$ cat src/core/nco_preset_consts.vh
// Summary of operation
// - Source bit 0: active preset index comes from the three select pins.
// - Source bit 1: active preset index comes from the software index register.
// - Eight presets, 0 to 7, each with its own frequency word and phase offset.
// - Fine delay in use comes from the active preset's delay entry.
// - Index register is bits 2:0, honoured only while source bit is 1.
// - Source bit is bit 0, bits 7:1 reserved, reset zero selects pins.
// - Frequency word is 32 bits wide and may only approximate a frequency.
// - Rational step divisor is 16 bits over two bytes, reset zero.
// - One shared divisor serves all presets.
// - Output frequency is word times two to minus 32 times sample rate.
// - Active 16-bit phase offset sits in upper bits, added to accumulator.
`ifndef NCO_PRESET_CONSTS_VH
`define NCO_PRESET_CONSTS_VH

// ----------------------------------------
// Register indices and byte addresses
// ----------------------------------------
`define ADDR_W            12
`define IDX_SRC_MODE      10'h20C
`define IDX_PRESET_INDEX  10'h20D
`define IDX_STEP_DIV      10'h20E
`define ADDR_STATUS       12'h880
`define ADDR_FREQ_BASE    12'h900
`define ADDR_PHASE_BASE   12'h920
`define ADDR_DELAY_BASE   12'h940

// ----------------------------------------
// Fields
// ----------------------------------------
`define SRC_MODE_BIT      0
`define INDEX_W           3
`define FREQ_W            32
`define PHASE_W           16
`define DELAY_W           8
`define STEP_DIV_W        16
`define PRESET_COUNT      8

// ----------------------------------------
// Reset values
// ----------------------------------------
`define RST_SRC_MODE      1'h0
`define RST_INDEX         3'h0
`define RST_STEP_DIV      16'h0000
`define RST_FREQ          32'hC0000000
`define RST_PHASE         16'h0000
`define RST_DELAY         8'hFF

// ----------------------------------------
// Bus responses
// ----------------------------------------
`define RESP_OKAY         2'h0
`define RESP_SLVERR       2'h2

`endif

$ cat src/core/preset_store.v
`timescale 1ns/1ns
module preset_store #(
  parameter W     = 32,
  parameter DEPTH = 8,
  parameter IW    = 3,
  parameter [W-1:0] RST = {W{1'b0}}
) (
  // Clock and reset
  input  wire          clk_i,
  input  wire          nrst_i,
  // Write port
  input  wire          wr_en_i,
  input  wire [IW-1:0] wr_addr_i,
  input  wire [W-1:0]  wr_mask_i,
  input  wire [W-1:0]  wr_data_i,
  // Software read port
  input  wire [IW-1:0] sw_addr_i,
  output reg  [W-1:0]  sw_data_o,
  // Active preset read port
  input  wire [IW-1:0] act_addr_i,
  output reg  [W-1:0]  act_data_o
);

  reg [W-1:0] mem_ff [0:DEPTH-1];
  integer     i;

  // ----------------------------------------
  // Storage and registered reads
  // ----------------------------------------
  always @(posedge clk_i)
  begin
    if (!nrst_i)
    begin
      for (i = 0; i < DEPTH; i = i + 1)
        mem_ff[i] <= RST;
      sw_data_o  <= RST;
      act_data_o <= RST;
    end
    else
    begin
      if (wr_en_i)
        mem_ff[wr_addr_i] <= (mem_ff[wr_addr_i] & ~wr_mask_i) | (wr_data_i & wr_mask_i);
      sw_data_o  <= mem_ff[sw_addr_i];
      act_data_o <= mem_ff[act_addr_i];
    end
  end

endmodule // preset_store

$ cat src/core/nco_preset_select_config.v
// Register access over AXI4-Lite was left to the implementer.
`timescale 1ns/1ns
`include "nco_preset_consts.vh"
module nco_preset_select_config (
  // Clock and reset
  input  wire                     clk_i,
  input  wire                     nrst_i,
  // AXI4-Lite write address
  input  wire                     s_axi_awvalid_i,
  output wire                     s_axi_awready_o,
  input  wire [`ADDR_W-1:0]       s_axi_awaddr_i,
  input  wire [2:0]               s_axi_awprot_i,
  // AXI4-Lite write data
  input  wire                     s_axi_wvalid_i,
  output wire                     s_axi_wready_o,
  input  wire [31:0]              s_axi_wdata_i,
  input  wire [3:0]               s_axi_wstrb_i,
  // AXI4-Lite write response
  output wire                     s_axi_bvalid_o,
  input  wire                     s_axi_bready_i,
  output wire [1:0]               s_axi_bresp_o,
  // AXI4-Lite read address
  input  wire                     s_axi_arvalid_i,
  output wire                     s_axi_arready_o,
  input  wire [`ADDR_W-1:0]       s_axi_araddr_i,
  input  wire [2:0]               s_axi_arprot_i,
  // AXI4-Lite read data
  output wire                     s_axi_rvalid_o,
  input  wire                     s_axi_rready_i,
  output wire [31:0]              s_axi_rdata_o,
  output wire [1:0]               s_axi_rresp_o,
  // External preset select pins
  input  wire [`INDEX_W-1:0]      preset_select_pins_i,
  // Active preset configuration
  output wire [`INDEX_W-1:0]      active_preset_o,
  output wire [`FREQ_W-1:0]       oscillator_frequency_word_o,
  output wire [`PHASE_W-1:0]      oscillator_phase_offset_o,
  output wire [`DELAY_W-1:0]      downconverter_fine_delay_o,
  output wire [`STEP_DIV_W-1:0]   rational_step_divisor_o,
  output wire [`FREQ_W-1:0]       nco_phase_o
);

  // ----------------------------------------
  // Address decode codes
  // ----------------------------------------
  localparam [2:0] DEC_NONE  = 3'h0;
  localparam [2:0] DEC_MODE  = 3'h1;
  localparam [2:0] DEC_INDEX = 3'h2;
  localparam [2:0] DEC_DIV   = 3'h3;
  localparam [2:0] DEC_STAT  = 3'h4;
  localparam [2:0] DEC_FREQ  = 3'h5;
  localparam [2:0] DEC_PHASE = 3'h6;
  localparam [2:0] DEC_DELAY = 3'h7;

  localparam [`ADDR_W-1:0] A_MODE  = {`IDX_SRC_MODE, 2'h0};
  localparam [`ADDR_W-1:0] A_INDEX = {`IDX_PRESET_INDEX, 2'h0};
  localparam [`ADDR_W-1:0] A_DIV   = {`IDX_STEP_DIV, 2'h0};
  localparam [`ADDR_W-1:0] A_FREQ  = `ADDR_FREQ_BASE;
  localparam [`ADDR_W-1:0] A_PHASE = `ADDR_PHASE_BASE;
  localparam [`ADDR_W-1:0] A_DELAY = `ADDR_DELAY_BASE;

  function [2:0] decode;
    input [`ADDR_W-1:0] a;
    begin
      if (a[1:0] != 2'h0)
        decode = DEC_NONE;
      else if (a == A_MODE)
        decode = DEC_MODE;
      else if (a == A_INDEX)
        decode = DEC_INDEX;
      else if (a == A_DIV)
        decode = DEC_DIV;
      else if (a == `ADDR_STATUS)
        decode = DEC_STAT;
      else if (a[`ADDR_W-1:5] == A_FREQ[`ADDR_W-1:5])
        decode = DEC_FREQ;
      else if (a[`ADDR_W-1:5] == A_PHASE[`ADDR_W-1:5])
        decode = DEC_PHASE;
      else if (a[`ADDR_W-1:5] == A_DELAY[`ADDR_W-1:5])
        decode = DEC_DELAY;
      else
        decode = DEC_NONE;
    end
  endfunction

  // ----------------------------------------
  // Declarations
  // ----------------------------------------
  reg                      aw_got_ff;
  reg                      w_got_ff;
  reg  [`ADDR_W-1:0]       awaddr_ff;
  reg  [31:0]              wdata_ff;
  reg  [3:0]               wstrb_ff;
  reg                      bvalid_ff;
  reg  [1:0]               bresp_ff;
  reg                      rd_busy_ff;
  reg                      rd_stage_ff;
  reg  [`ADDR_W-1:0]       araddr_ff;
  reg                      rvalid_ff;
  reg  [31:0]              rdata_ff;
  reg  [1:0]               rresp_ff;
  reg                      src_mode_ff;
  reg  [`INDEX_W-1:0]      preset_index_ff;
  reg  [`STEP_DIV_W-1:0]   step_div_ff;
  reg  [`INDEX_W-1:0]      pin_meta_ff;
  reg  [`INDEX_W-1:0]      pin_sync_ff;
  reg  [`INDEX_W-1:0]      active_ff;
  reg  [`FREQ_W-1:0]       acc_ff;
  reg  [`FREQ_W-1:0]       nco_phase_ff;
  reg  [31:0]              nxt_rdata;
  reg  [1:0]               nxt_rresp;
  wire                     aw_hs;
  wire                     w_hs;
  wire                     ar_hs;
  wire                     do_wr;
  wire [2:0]               wr_dec;
  wire [2:0]               rd_dec;
  wire [31:0]              byte_mask;
  wire [`INDEX_W-1:0]      active_idx;
  wire [`FREQ_W-1:0]       freq_sw;
  wire [`PHASE_W-1:0]      phase_sw;
  wire [`DELAY_W-1:0]      delay_sw;
  wire [`FREQ_W-1:0]       freq_act;
  wire [`PHASE_W-1:0]      phase_act;
  wire [`DELAY_W-1:0]      delay_act;

  // ----------------------------------------
  // Write channel handshakes
  // ----------------------------------------
  assign s_axi_awready_o = !aw_got_ff && !bvalid_ff;
  assign s_axi_wready_o  = !w_got_ff && !bvalid_ff;
  assign aw_hs           = s_axi_awvalid_i && s_axi_awready_o;
  assign w_hs            = s_axi_wvalid_i && s_axi_wready_o;
  assign do_wr           = aw_got_ff && w_got_ff && !bvalid_ff;
  assign wr_dec          = decode(awaddr_ff);
  assign byte_mask       = {{8{wstrb_ff[3]}}, {8{wstrb_ff[2]}},
                            {8{wstrb_ff[1]}}, {8{wstrb_ff[0]}}};
  assign s_axi_bvalid_o  = bvalid_ff;
  assign s_axi_bresp_o   = bresp_ff;

  always @(posedge clk_i)
  begin
    if (!nrst_i)
    begin
      aw_got_ff <= 1'b0;
      w_got_ff  <= 1'b0;
      awaddr_ff <= {`ADDR_W{1'b0}};
      wdata_ff  <= 32'h00000000;
      wstrb_ff  <= 4'h0;
      bvalid_ff <= 1'b0;
      bresp_ff  <= `RESP_OKAY;
    end
    else
    begin
      if (aw_hs)
      begin
        aw_got_ff <= 1'b1;
        awaddr_ff <= s_axi_awaddr_i;
      end
      if (w_hs)
      begin
        w_got_ff <= 1'b1;
        wdata_ff <= s_axi_wdata_i;
        wstrb_ff <= s_axi_wstrb_i;
      end
      if (do_wr)
      begin
        aw_got_ff <= 1'b0;
        w_got_ff  <= 1'b0;
        bvalid_ff <= 1'b1;
        bresp_ff  <= (wr_dec == DEC_NONE || wr_dec == DEC_STAT) ? `RESP_SLVERR : `RESP_OKAY;
      end
      else if (bvalid_ff && s_axi_bready_i)
        bvalid_ff <= 1'b0;
    end
  end

  // ----------------------------------------
  // Control registers
  // ----------------------------------------
  always @(posedge clk_i)
  begin
    if (!nrst_i)
    begin
      src_mode_ff     <= `RST_SRC_MODE;
      preset_index_ff <= `RST_INDEX;
      step_div_ff     <= `RST_STEP_DIV;
    end
    else if (do_wr)
    begin
      if (wr_dec == DEC_MODE && wstrb_ff[0])
        src_mode_ff <= wdata_ff[`SRC_MODE_BIT];
      if (wr_dec == DEC_INDEX && wstrb_ff[0])
        preset_index_ff <= wdata_ff[`INDEX_W-1:0];
      if (wr_dec == DEC_DIV)
        step_div_ff <= (step_div_ff & ~byte_mask[15:0])
                       | (wdata_ff[15:0] & byte_mask[15:0]);
    end
  end

  // ----------------------------------------
  // Preset select pin synchroniser
  // ----------------------------------------
  always @(posedge clk_i)
  begin
    if (!nrst_i)
    begin
      pin_meta_ff <= `RST_INDEX;
      pin_sync_ff <= `RST_INDEX;
    end
    else
    begin
      pin_meta_ff <= preset_select_pins_i;
      pin_sync_ff <= pin_meta_ff;
    end
  end

  // ----------------------------------------
  // Active preset selection
  // ----------------------------------------
  assign active_idx = src_mode_ff ? preset_index_ff : pin_sync_ff;

  // ----------------------------------------
  // Per-preset storage
  // ----------------------------------------
  preset_store #(
    .W     (`FREQ_W),
    .DEPTH (`PRESET_COUNT),
    .IW    (`INDEX_W),
    .RST   (`RST_FREQ)
  ) u_freq (
    .clk_i      (clk_i),
    .nrst_i     (nrst_i),
    .wr_en_i    (do_wr && wr_dec == DEC_FREQ),
    .wr_addr_i  (awaddr_ff[4:2]),
    .wr_mask_i  (byte_mask),
    .wr_data_i  (wdata_ff),
    .sw_addr_i  (s_axi_araddr_i[4:2]),
    .sw_data_o  (freq_sw),
    .act_addr_i (active_idx),
    .act_data_o (freq_act)
  );

  preset_store #(
    .W     (`PHASE_W),
    .DEPTH (`PRESET_COUNT),
    .IW    (`INDEX_W),
    .RST   (`RST_PHASE)
  ) u_phase (
    .clk_i      (clk_i),
    .nrst_i     (nrst_i),
    .wr_en_i    (do_wr && wr_dec == DEC_PHASE),
    .wr_addr_i  (awaddr_ff[4:2]),
    .wr_mask_i  (byte_mask[15:0]),
    .wr_data_i  (wdata_ff[15:0]),
    .sw_addr_i  (s_axi_araddr_i[4:2]),
    .sw_data_o  (phase_sw),
    .act_addr_i (active_idx),
    .act_data_o (phase_act)
  );

  preset_store #(
    .W     (`DELAY_W),
    .DEPTH (`PRESET_COUNT),
    .IW    (`INDEX_W),
    .RST   (`RST_DELAY)
  ) u_delay (
    .clk_i      (clk_i),
    .nrst_i     (nrst_i),
    .wr_en_i    (do_wr && wr_dec == DEC_DELAY),
    .wr_addr_i  (awaddr_ff[4:2]),
    .wr_mask_i  (byte_mask[7:0]),
    .wr_data_i  (wdata_ff[7:0]),
    .sw_addr_i  (s_axi_araddr_i[4:2]),
    .sw_data_o  (delay_sw),
    .act_addr_i (active_idx),
    .act_data_o (delay_act)
  );

  // ----------------------------------------
  // Phase accumulator
  // ----------------------------------------
  always @(posedge clk_i)
  begin
    if (!nrst_i)
    begin
      active_ff    <= `RST_INDEX;
      acc_ff       <= {`FREQ_W{1'b0}};
      nco_phase_ff <= {`FREQ_W{1'b0}};
    end
    else
    begin
      active_ff    <= active_idx;
      acc_ff       <= acc_ff + freq_act;
      nco_phase_ff <= acc_ff + {phase_act, 16'h0000};
    end
  end

  assign active_preset_o             = active_ff;
  assign oscillator_frequency_word_o = freq_act;
  assign oscillator_phase_offset_o   = phase_act;
  assign downconverter_fine_delay_o  = delay_act;
  assign rational_step_divisor_o     = step_div_ff;
  assign nco_phase_o                 = nco_phase_ff;

  // ----------------------------------------
  // Read channel
  // ----------------------------------------
  assign s_axi_arready_o = !rd_busy_ff;
  assign ar_hs           = s_axi_arvalid_i && s_axi_arready_o;
  assign rd_dec          = decode(araddr_ff);
  assign s_axi_rvalid_o  = rvalid_ff;
  assign s_axi_rdata_o   = rdata_ff;
  assign s_axi_rresp_o   = rresp_ff;

  always @*
  begin
    nxt_rdata = 32'h00000000;
    nxt_rresp = `RESP_OKAY;
    case (rd_dec)
      DEC_MODE:  nxt_rdata = {31'h00000000, src_mode_ff};
      DEC_INDEX: nxt_rdata = {29'h00000000, preset_index_ff};
      DEC_DIV:   nxt_rdata = {16'h0000, step_div_ff};
      DEC_STAT:  nxt_rdata = {25'h0000000, pin_sync_ff, src_mode_ff, active_ff};
      DEC_FREQ:  nxt_rdata = freq_sw;
      DEC_PHASE: nxt_rdata = {16'h0000, phase_sw};
      DEC_DELAY: nxt_rdata = {24'h000000, delay_sw};
      default:   nxt_rresp = `RESP_SLVERR;
    endcase
  end

  always @(posedge clk_i)
  begin
    if (!nrst_i)
    begin
      rd_busy_ff  <= 1'b0;
      rd_stage_ff <= 1'b0;
      araddr_ff   <= {`ADDR_W{1'b0}};
      rvalid_ff   <= 1'b0;
      rdata_ff    <= 32'h00000000;
      rresp_ff    <= `RESP_OKAY;
    end
    else
    begin
      if (ar_hs)
      begin
        rd_busy_ff  <= 1'b1;
        rd_stage_ff <= 1'b1;
        araddr_ff   <= s_axi_araddr_i;
      end
      if (rd_stage_ff)
      begin
        rd_stage_ff <= 1'b0;
        rvalid_ff   <= 1'b1;
        rdata_ff    <= nxt_rdata;
        rresp_ff    <= nxt_rresp;
      end
      else if (rvalid_ff && s_axi_rready_i)
      begin
        rvalid_ff  <= 1'b0;
        rd_busy_ff <= 1'b0;
      end
    end
  end

endmodule // nco_preset_select_config

$ cat config.mk
export PLATFORM = sky130hd
export DESIGN_NAME = nco_preset_select_config
export DESIGN_NICKNAME = d
export VERILOG_FILES = /design/src/core/preset_store.v /design/src/core/nco_preset_select_config.v
export VERILOG_INCLUDE_DIRS = /design/src /design/src/core
export SDC_FILE = /design/constraint.sdc
export NUM_CORES = 2
export LEC_CHECK = 0
export BUFFER_PORTS_ARGS = -buffer_cell sky130_fd_sc_hd__buf_2
export CAP_MARGIN = 20
export CORE_ASPECT_RATIO = 0.8
export CORE_UTILIZATION = 25
export CTS_CLUSTER_DIAMETER = 100
export DETAILED_ROUTE_END_ITERATION = 10
export GPL_ROUTABILITY_DRIVEN = 0
export HOLD_SLACK_MARGIN = 0.1
export SKIP_CTS_REPAIR_TIMING = 1
export SYNTH_ARGS = -nofsm -noshare
export SYNTH_HDL_FRONTEND = slang
export SYNTH_SLANG_ARGS = --single-unit
$ cat constraint.sdc
create_clock -name clk_i -period 3.4 [get_ports clk_i]
set_input_delay 0.17 -clock clk_i [delete_from_list [all_inputs] [get_ports clk_i]]
set_output_delay 0.17 -clock clk_i [all_outputs]
set_load 0.005 [all_outputs]
Word level (Yosys, flattened, before mapping)
Memory sizes are Yosys's and may differ from the RTL's. A register that Yosys moved wholly into a read port is not among the register bits.
Cells that the tools add are included.

word-level totals
  bits in registers = 195
  RAM bits = 448
  memories = 3

memory list
  name            depth  width  read ports  clocked after memory_dff  write ports  RTL line           source
  u_freq.mem_ff   8      32     3           3                         8            preset_store.v:24  reg [W-1:0] mem_ff [0:DEPTH-1];
  u_phase.mem_ff  8      16     3           3                         8            preset_store.v:24
  u_delay.mem_ff  8      8      3           3                         8            preset_store.v:24

cells by class
  add/subtract/negate cells = 2
  reductions and logical operators = 39
  muxes and demuxes = 53
  bitwise gates (word level) = 15
  equality and inequality tests = 28

operators with widths
  kind                                            number
  case mux 32 bit (7 select lines)                1
  == test 12 bit (second input constant)          8
  two-way mux 3 bit                               26
  adder 32 bit                                    2
  AND 32 bit                                      2
  AND 16 bit                                      3
  == test 7 bit (second input constant)           6
  two-way mux 32 bit                              1
  NOT 32 bit                                      1
  bitwise OR 16 bit                               2
  bitwise OR 32 bit                               1
  OR reduction 32 bit                             1
  == test 3 bit (second input constant)           8
  two-way mux 1 bit                               21
  AND 8 bit                                       2
  two-way mux 16 bit                              1
  NOT 16 bit                                      1
  OR reduction 16 bit                             1
  logical AND 1 bit                               14
  == test 3 x 2 -> 1 bit (second input constant)  4
  zero test 1 bit                                 10
  two-way mux 8 bit                               1
  NOT 8 bit                                       1
  bitwise OR 8 bit                                1
  other kinds (10)                                18

Longest topological paths before layout
  depth in word-level cells = 16
  gate-level depth with buffers = 11
  depth with buffers taken out = 11

By module
Synthesis repeated with hierarchy kept, for this count alone.

unflattened totals
  cell total of the unflattened synthesis = 3320
  area total of the unflattened synthesis = 39669.3 um2

modules (own cells, without submodules)
  module                    instances  area an instance (um2)  cells each  sequential area each (um2)
  preset_store at u_freq    1          17052.6                 1215        8968.6
  preset_store at u_phase   1          9352.7                  766         4484.3
  nco_preset_select_config  1          8917.3                  1021        3863.7
  preset_store at u_delay   1          4346.7                  318         2242.2

Worst setup path after synthesis
No wires, ideal clock.

  kind = register to register
  start point = register awaddr_ff[4]
  end point = memory u_freq.mem_ff[1][0], enable pin
  path buffers = 3
  slack = 371 ps
  data required time = 3011 ps
  data arrival time = 2639 ps
  cell stages (with the launch flop) = 11
  path through = dfxtp_1 > buf_2 > nor3_2 > a31oi_1 > o2bb2ai_1 > nand3_1 > nor3_2 > buf_2 > nand2_1 > buf_2 > nand2_1

RTL lines
  element                 RTL line                        source
  from (decl)             nco_preset_select_config.v:91   reg [`ADDR_W-1:0] awaddr_ff;
  from (signal assigned)  nco_preset_select_config.v:147  awaddr_ff <= {`ADDR_W{1'b0}};
  from (signal assigned)  nco_preset_select_config.v:158  awaddr_ff <= s_axi_awaddr_i;
  to (decl)               preset_store.v:24

Final worst setup path
  start point = register u_freq.act_data_o[4], read port of u_freq.mem_ff
  end point = register acc_ff[29]

on the way
  longest elaborated chain between the ends = 1

ends and longest elaborated chain
  element               RTL line                        source
  from (decl)           preset_store.v:21               output reg [W-1:0] act_data_o
  adder 32 bit          nco_preset_select_config.v:294  acc_ff <= acc_ff + freq_act;
  to (signal assigned)  nco_preset_select_config.v:288  acc_ff <= {`FREQ_W{1'b0}};
  to (signal assigned)  nco_preset_select_config.v:294
  to (decl)             nco_preset_select_config.v:108  reg [`FREQ_W-1:0] acc_ff;

Every way passes these cells.
A chain may end at the register's enable or synchronous reset.

==> impl_results.md <==
- Endpoints failing hold: 0
- Total grt overflow: 0
- Max_slew headroom: 0.373
- Seq/Total Area, Yosys: 0.527
- Outcome: finished clean
- Area grow syn2layout: 20.0%
- Setup TNS: 0 ps
- Reg2reg path depth: 9
- Nets@finish: 3299
- Detailed-route wire length: 128000 µm
- # rows: 126
- Worst-Margin Slew: 939 ps
- Count leader, synth: nor2_1
- YS warnings: 0
- Top post-synthesis cells by count: 515 x nor2_1, 448 x edfxtp_1, 336 x mux4_2
- R2R Path End: acc_ff[29]
- Layout Skew: 27.6 ps
- Critical path class: register to register
- Vias in the first global route: 26.3k
- Worst reg2reg startpoint: u_freq.act_data_o[4]
- Syn_area_per_cell: 12.8 µm²
- Starting density of the core: 0.252
- Maximum vdd drop: 0.417 mV
- Setup crit end kind: register
- Mapped cell area: 37200 µm²
- Port Buf Inserts: 215
- Synth area leaders: edfxtp_1 36%, mux4_2 20%, dfxtp_1 17%, nor2_1 5.2%, nand2_1 2.9%
- Num ports: 224
- Final Setup Violations: 0
- Total GRT Usage: 0.166
- Crit path time final: 3010 ps
- Post-synth cell types: 68
- Leakage dissipation: 15.9 nW
- DR vias/cell: 5.12
- Non-Filler Instances: 5234
- CTS sink cnt: 756
- Reg2Reg Setup Slack: 390 ps
- Number of synthesized register bits: 756
- Die ar.: 150000 µm²
- Worst Path Required: 3990 ps
- DRT iter0 DRCs: 3150
- Worst hold-check path type: primary input to register
- FILL cells: 14.9k
- Predominant post-synthesis flop cell: edfxtp_1
- Fmax: 333 MHz
- DPL Wire Length: 85600 µm
- Die W: 433 µm
- Cells after Synth: 2909
- Cell Pwr Density: 508 nW/µm²
- Depth of the worst hold-timing path: 4
- CP arrival: 3590 ps
- Proportion of layout cells with a drive suffix above 1: 0.273
- Min Hold Slack: 88.6 ps
- Post-synth ARST share: 0
- Startpoint types: register
- Dominant cell type by area after synthesis: edfxtp_1
- Placed cells: 5011
- RSZ-0062 raised after global routing: false
- Tcrit/Tclk final: 0.884
- Routed vias: 26.8k
- Clock transition at path regs: 60 ps
- H-Tree Depth: 3
- Hold_sp: s_axi_awvalid_i
- Clock latency on the worst-skew pair: 670 ps
- CP Max Fanout: 5
- Clock root buffer: clkbuf_16
- Largest net degree at the start of global routing: 80
- Antenna violations before repair: 10
- Residual DRC count: 0
- Total power: 22.7 mW
- First-pass GRT wire length: 183000 µm
- TritonCTS clock tree: yes
- Top-area cell type share of the netlist area: 0.361
- Num CTS Buffers: 82
- DR WL/cell: 24.5 µm
- Die Ht: 347 µm
- Clock tree buffer depth: 3
- Final Core Density: 0.302
- Final ANT Viol Nets: 0
- Worst hold endpoint: awaddr_ff[0]
- Total core area: 148000 µm²
- Max-cap viol count: 0
- DRT Pass-1 Iters: 5
- Number of flops mapped to enable cells by yosys: 448
- Final Max Slew Viols: 0
[registers in the layout (all words and copies together), names as in the netlist, 3 cells and up, named ones only]
name / count
u_freq.mem_ff: 256
u_phase.mem_ff: 128
u_delay.mem_ff: 64
acc_ff: 32
nco_phase_o: 32
s_axi_rdata_o: 32
u_freq.act_data_o: 32
u_freq.sw_data_o: 32
wdata_ff: 32
u_phase.act_data_o: 16
u_phase.sw_data_o: 16
araddr_ff: 12
awaddr_ff: 12
u_delay.act_data_o: 8
u_delay.sw_data_o: 8
wstrb_ff: 4
active_preset_o: 3
pin_meta_ff: 3
pin_sync_ff: 3
preset_index_ff: 3
[report_power, final]
part	internal (mW)	total [mW]	switching, mW
Sequential	10.0	10.4	0.340
Combinational	1.11	2.66	1.55
Clock	5.63	9.67	4.04
[per-stage QoR]
step                      worst slack [ps]  cell area, µm²
after global placement                 464           41100
after floorplan                        371           37200
after CTS                              454           44000
after global routing                   286           44700
after detailed placement               467           41100
final                                  395           44700
[cell usage in the layout (no fill, tap or decap), types with 90 or more instances in the layout]
master,n
clkbuf_16,90
dfxtp_1,305
nor2_1,514
mux2i_1,105
buf_4,91
a21oi_1,127
mux4_2,336
buf_2,211
edfxtp_1,448
nand2_1,285
[cell families after synthesis]
kind of cell	share of synthesized area
AO/OA/AOI/OAI	0.0643
XOR/XNOR	0.00706
adder cells (fa/ha/maj)	0.0165
buffers and inverters	0.0242
flip-flops	0.527
multiplexers	0.246
other	0.000101
AND/OR/NAND/NOR	0.115
[worst max-delay path by stage]
stage                                      to            startpoint
after floorplan           u_freq.mem_ff[1][0]          awaddr_ff[4]
after global placement             acc_ff[29]  u_freq.act_data_o[4]
after detailed placement           acc_ff[29]  u_freq.act_data_o[4]
after CTS                          acc_ff[29]  u_freq.act_data_o[6]
after global routing               acc_ff[29]  u_freq.act_data_o[6]
final                              acc_ff[29]  u_freq.act_data_o[4]
[layer usage]
metal,global-route usage,part of all wire,vias up,wire (µm)
met4,0.0485,0.030,20,3780
met1,0.226,0.41,13581,52100
li1,-,-,11519,-
met3,0.0487,0.11,213,14600
met5,0,0.0011,-,139
met2,0.254,0.45,1490,57600
[critical path, cell delays in order, from the launching register on]
cell and delay, ps:
dfxtp_1 320, ha_1 360, or2_2 290, a31oi_1 240, a211oi_1 140, o2111ai_1 550
o211ai_1 190, a31o_2 300, a41oi_1 340, mux2i_1 210
[cell type report]
type / count / area, µm² / share of cell area
Antenna cell: 5 / 12.5 / 0.000280
Clock buffer: 110 / 2420 / 0.0541
Clock inverter: 44 / 518 / 0.0116
Inverter: 17 / 68.8 / 0.00154
Multi-Input combinational cell: 1931 / 16800 / 0.375
Sequential cell: 756 / 19600 / 0.439
Tap cell: 1984 / 2480 / 0.0556
Timing Repair Buffer: 387 / 2790 / 0.0625
Note: power is estimated with default switching activity, not from simulation.
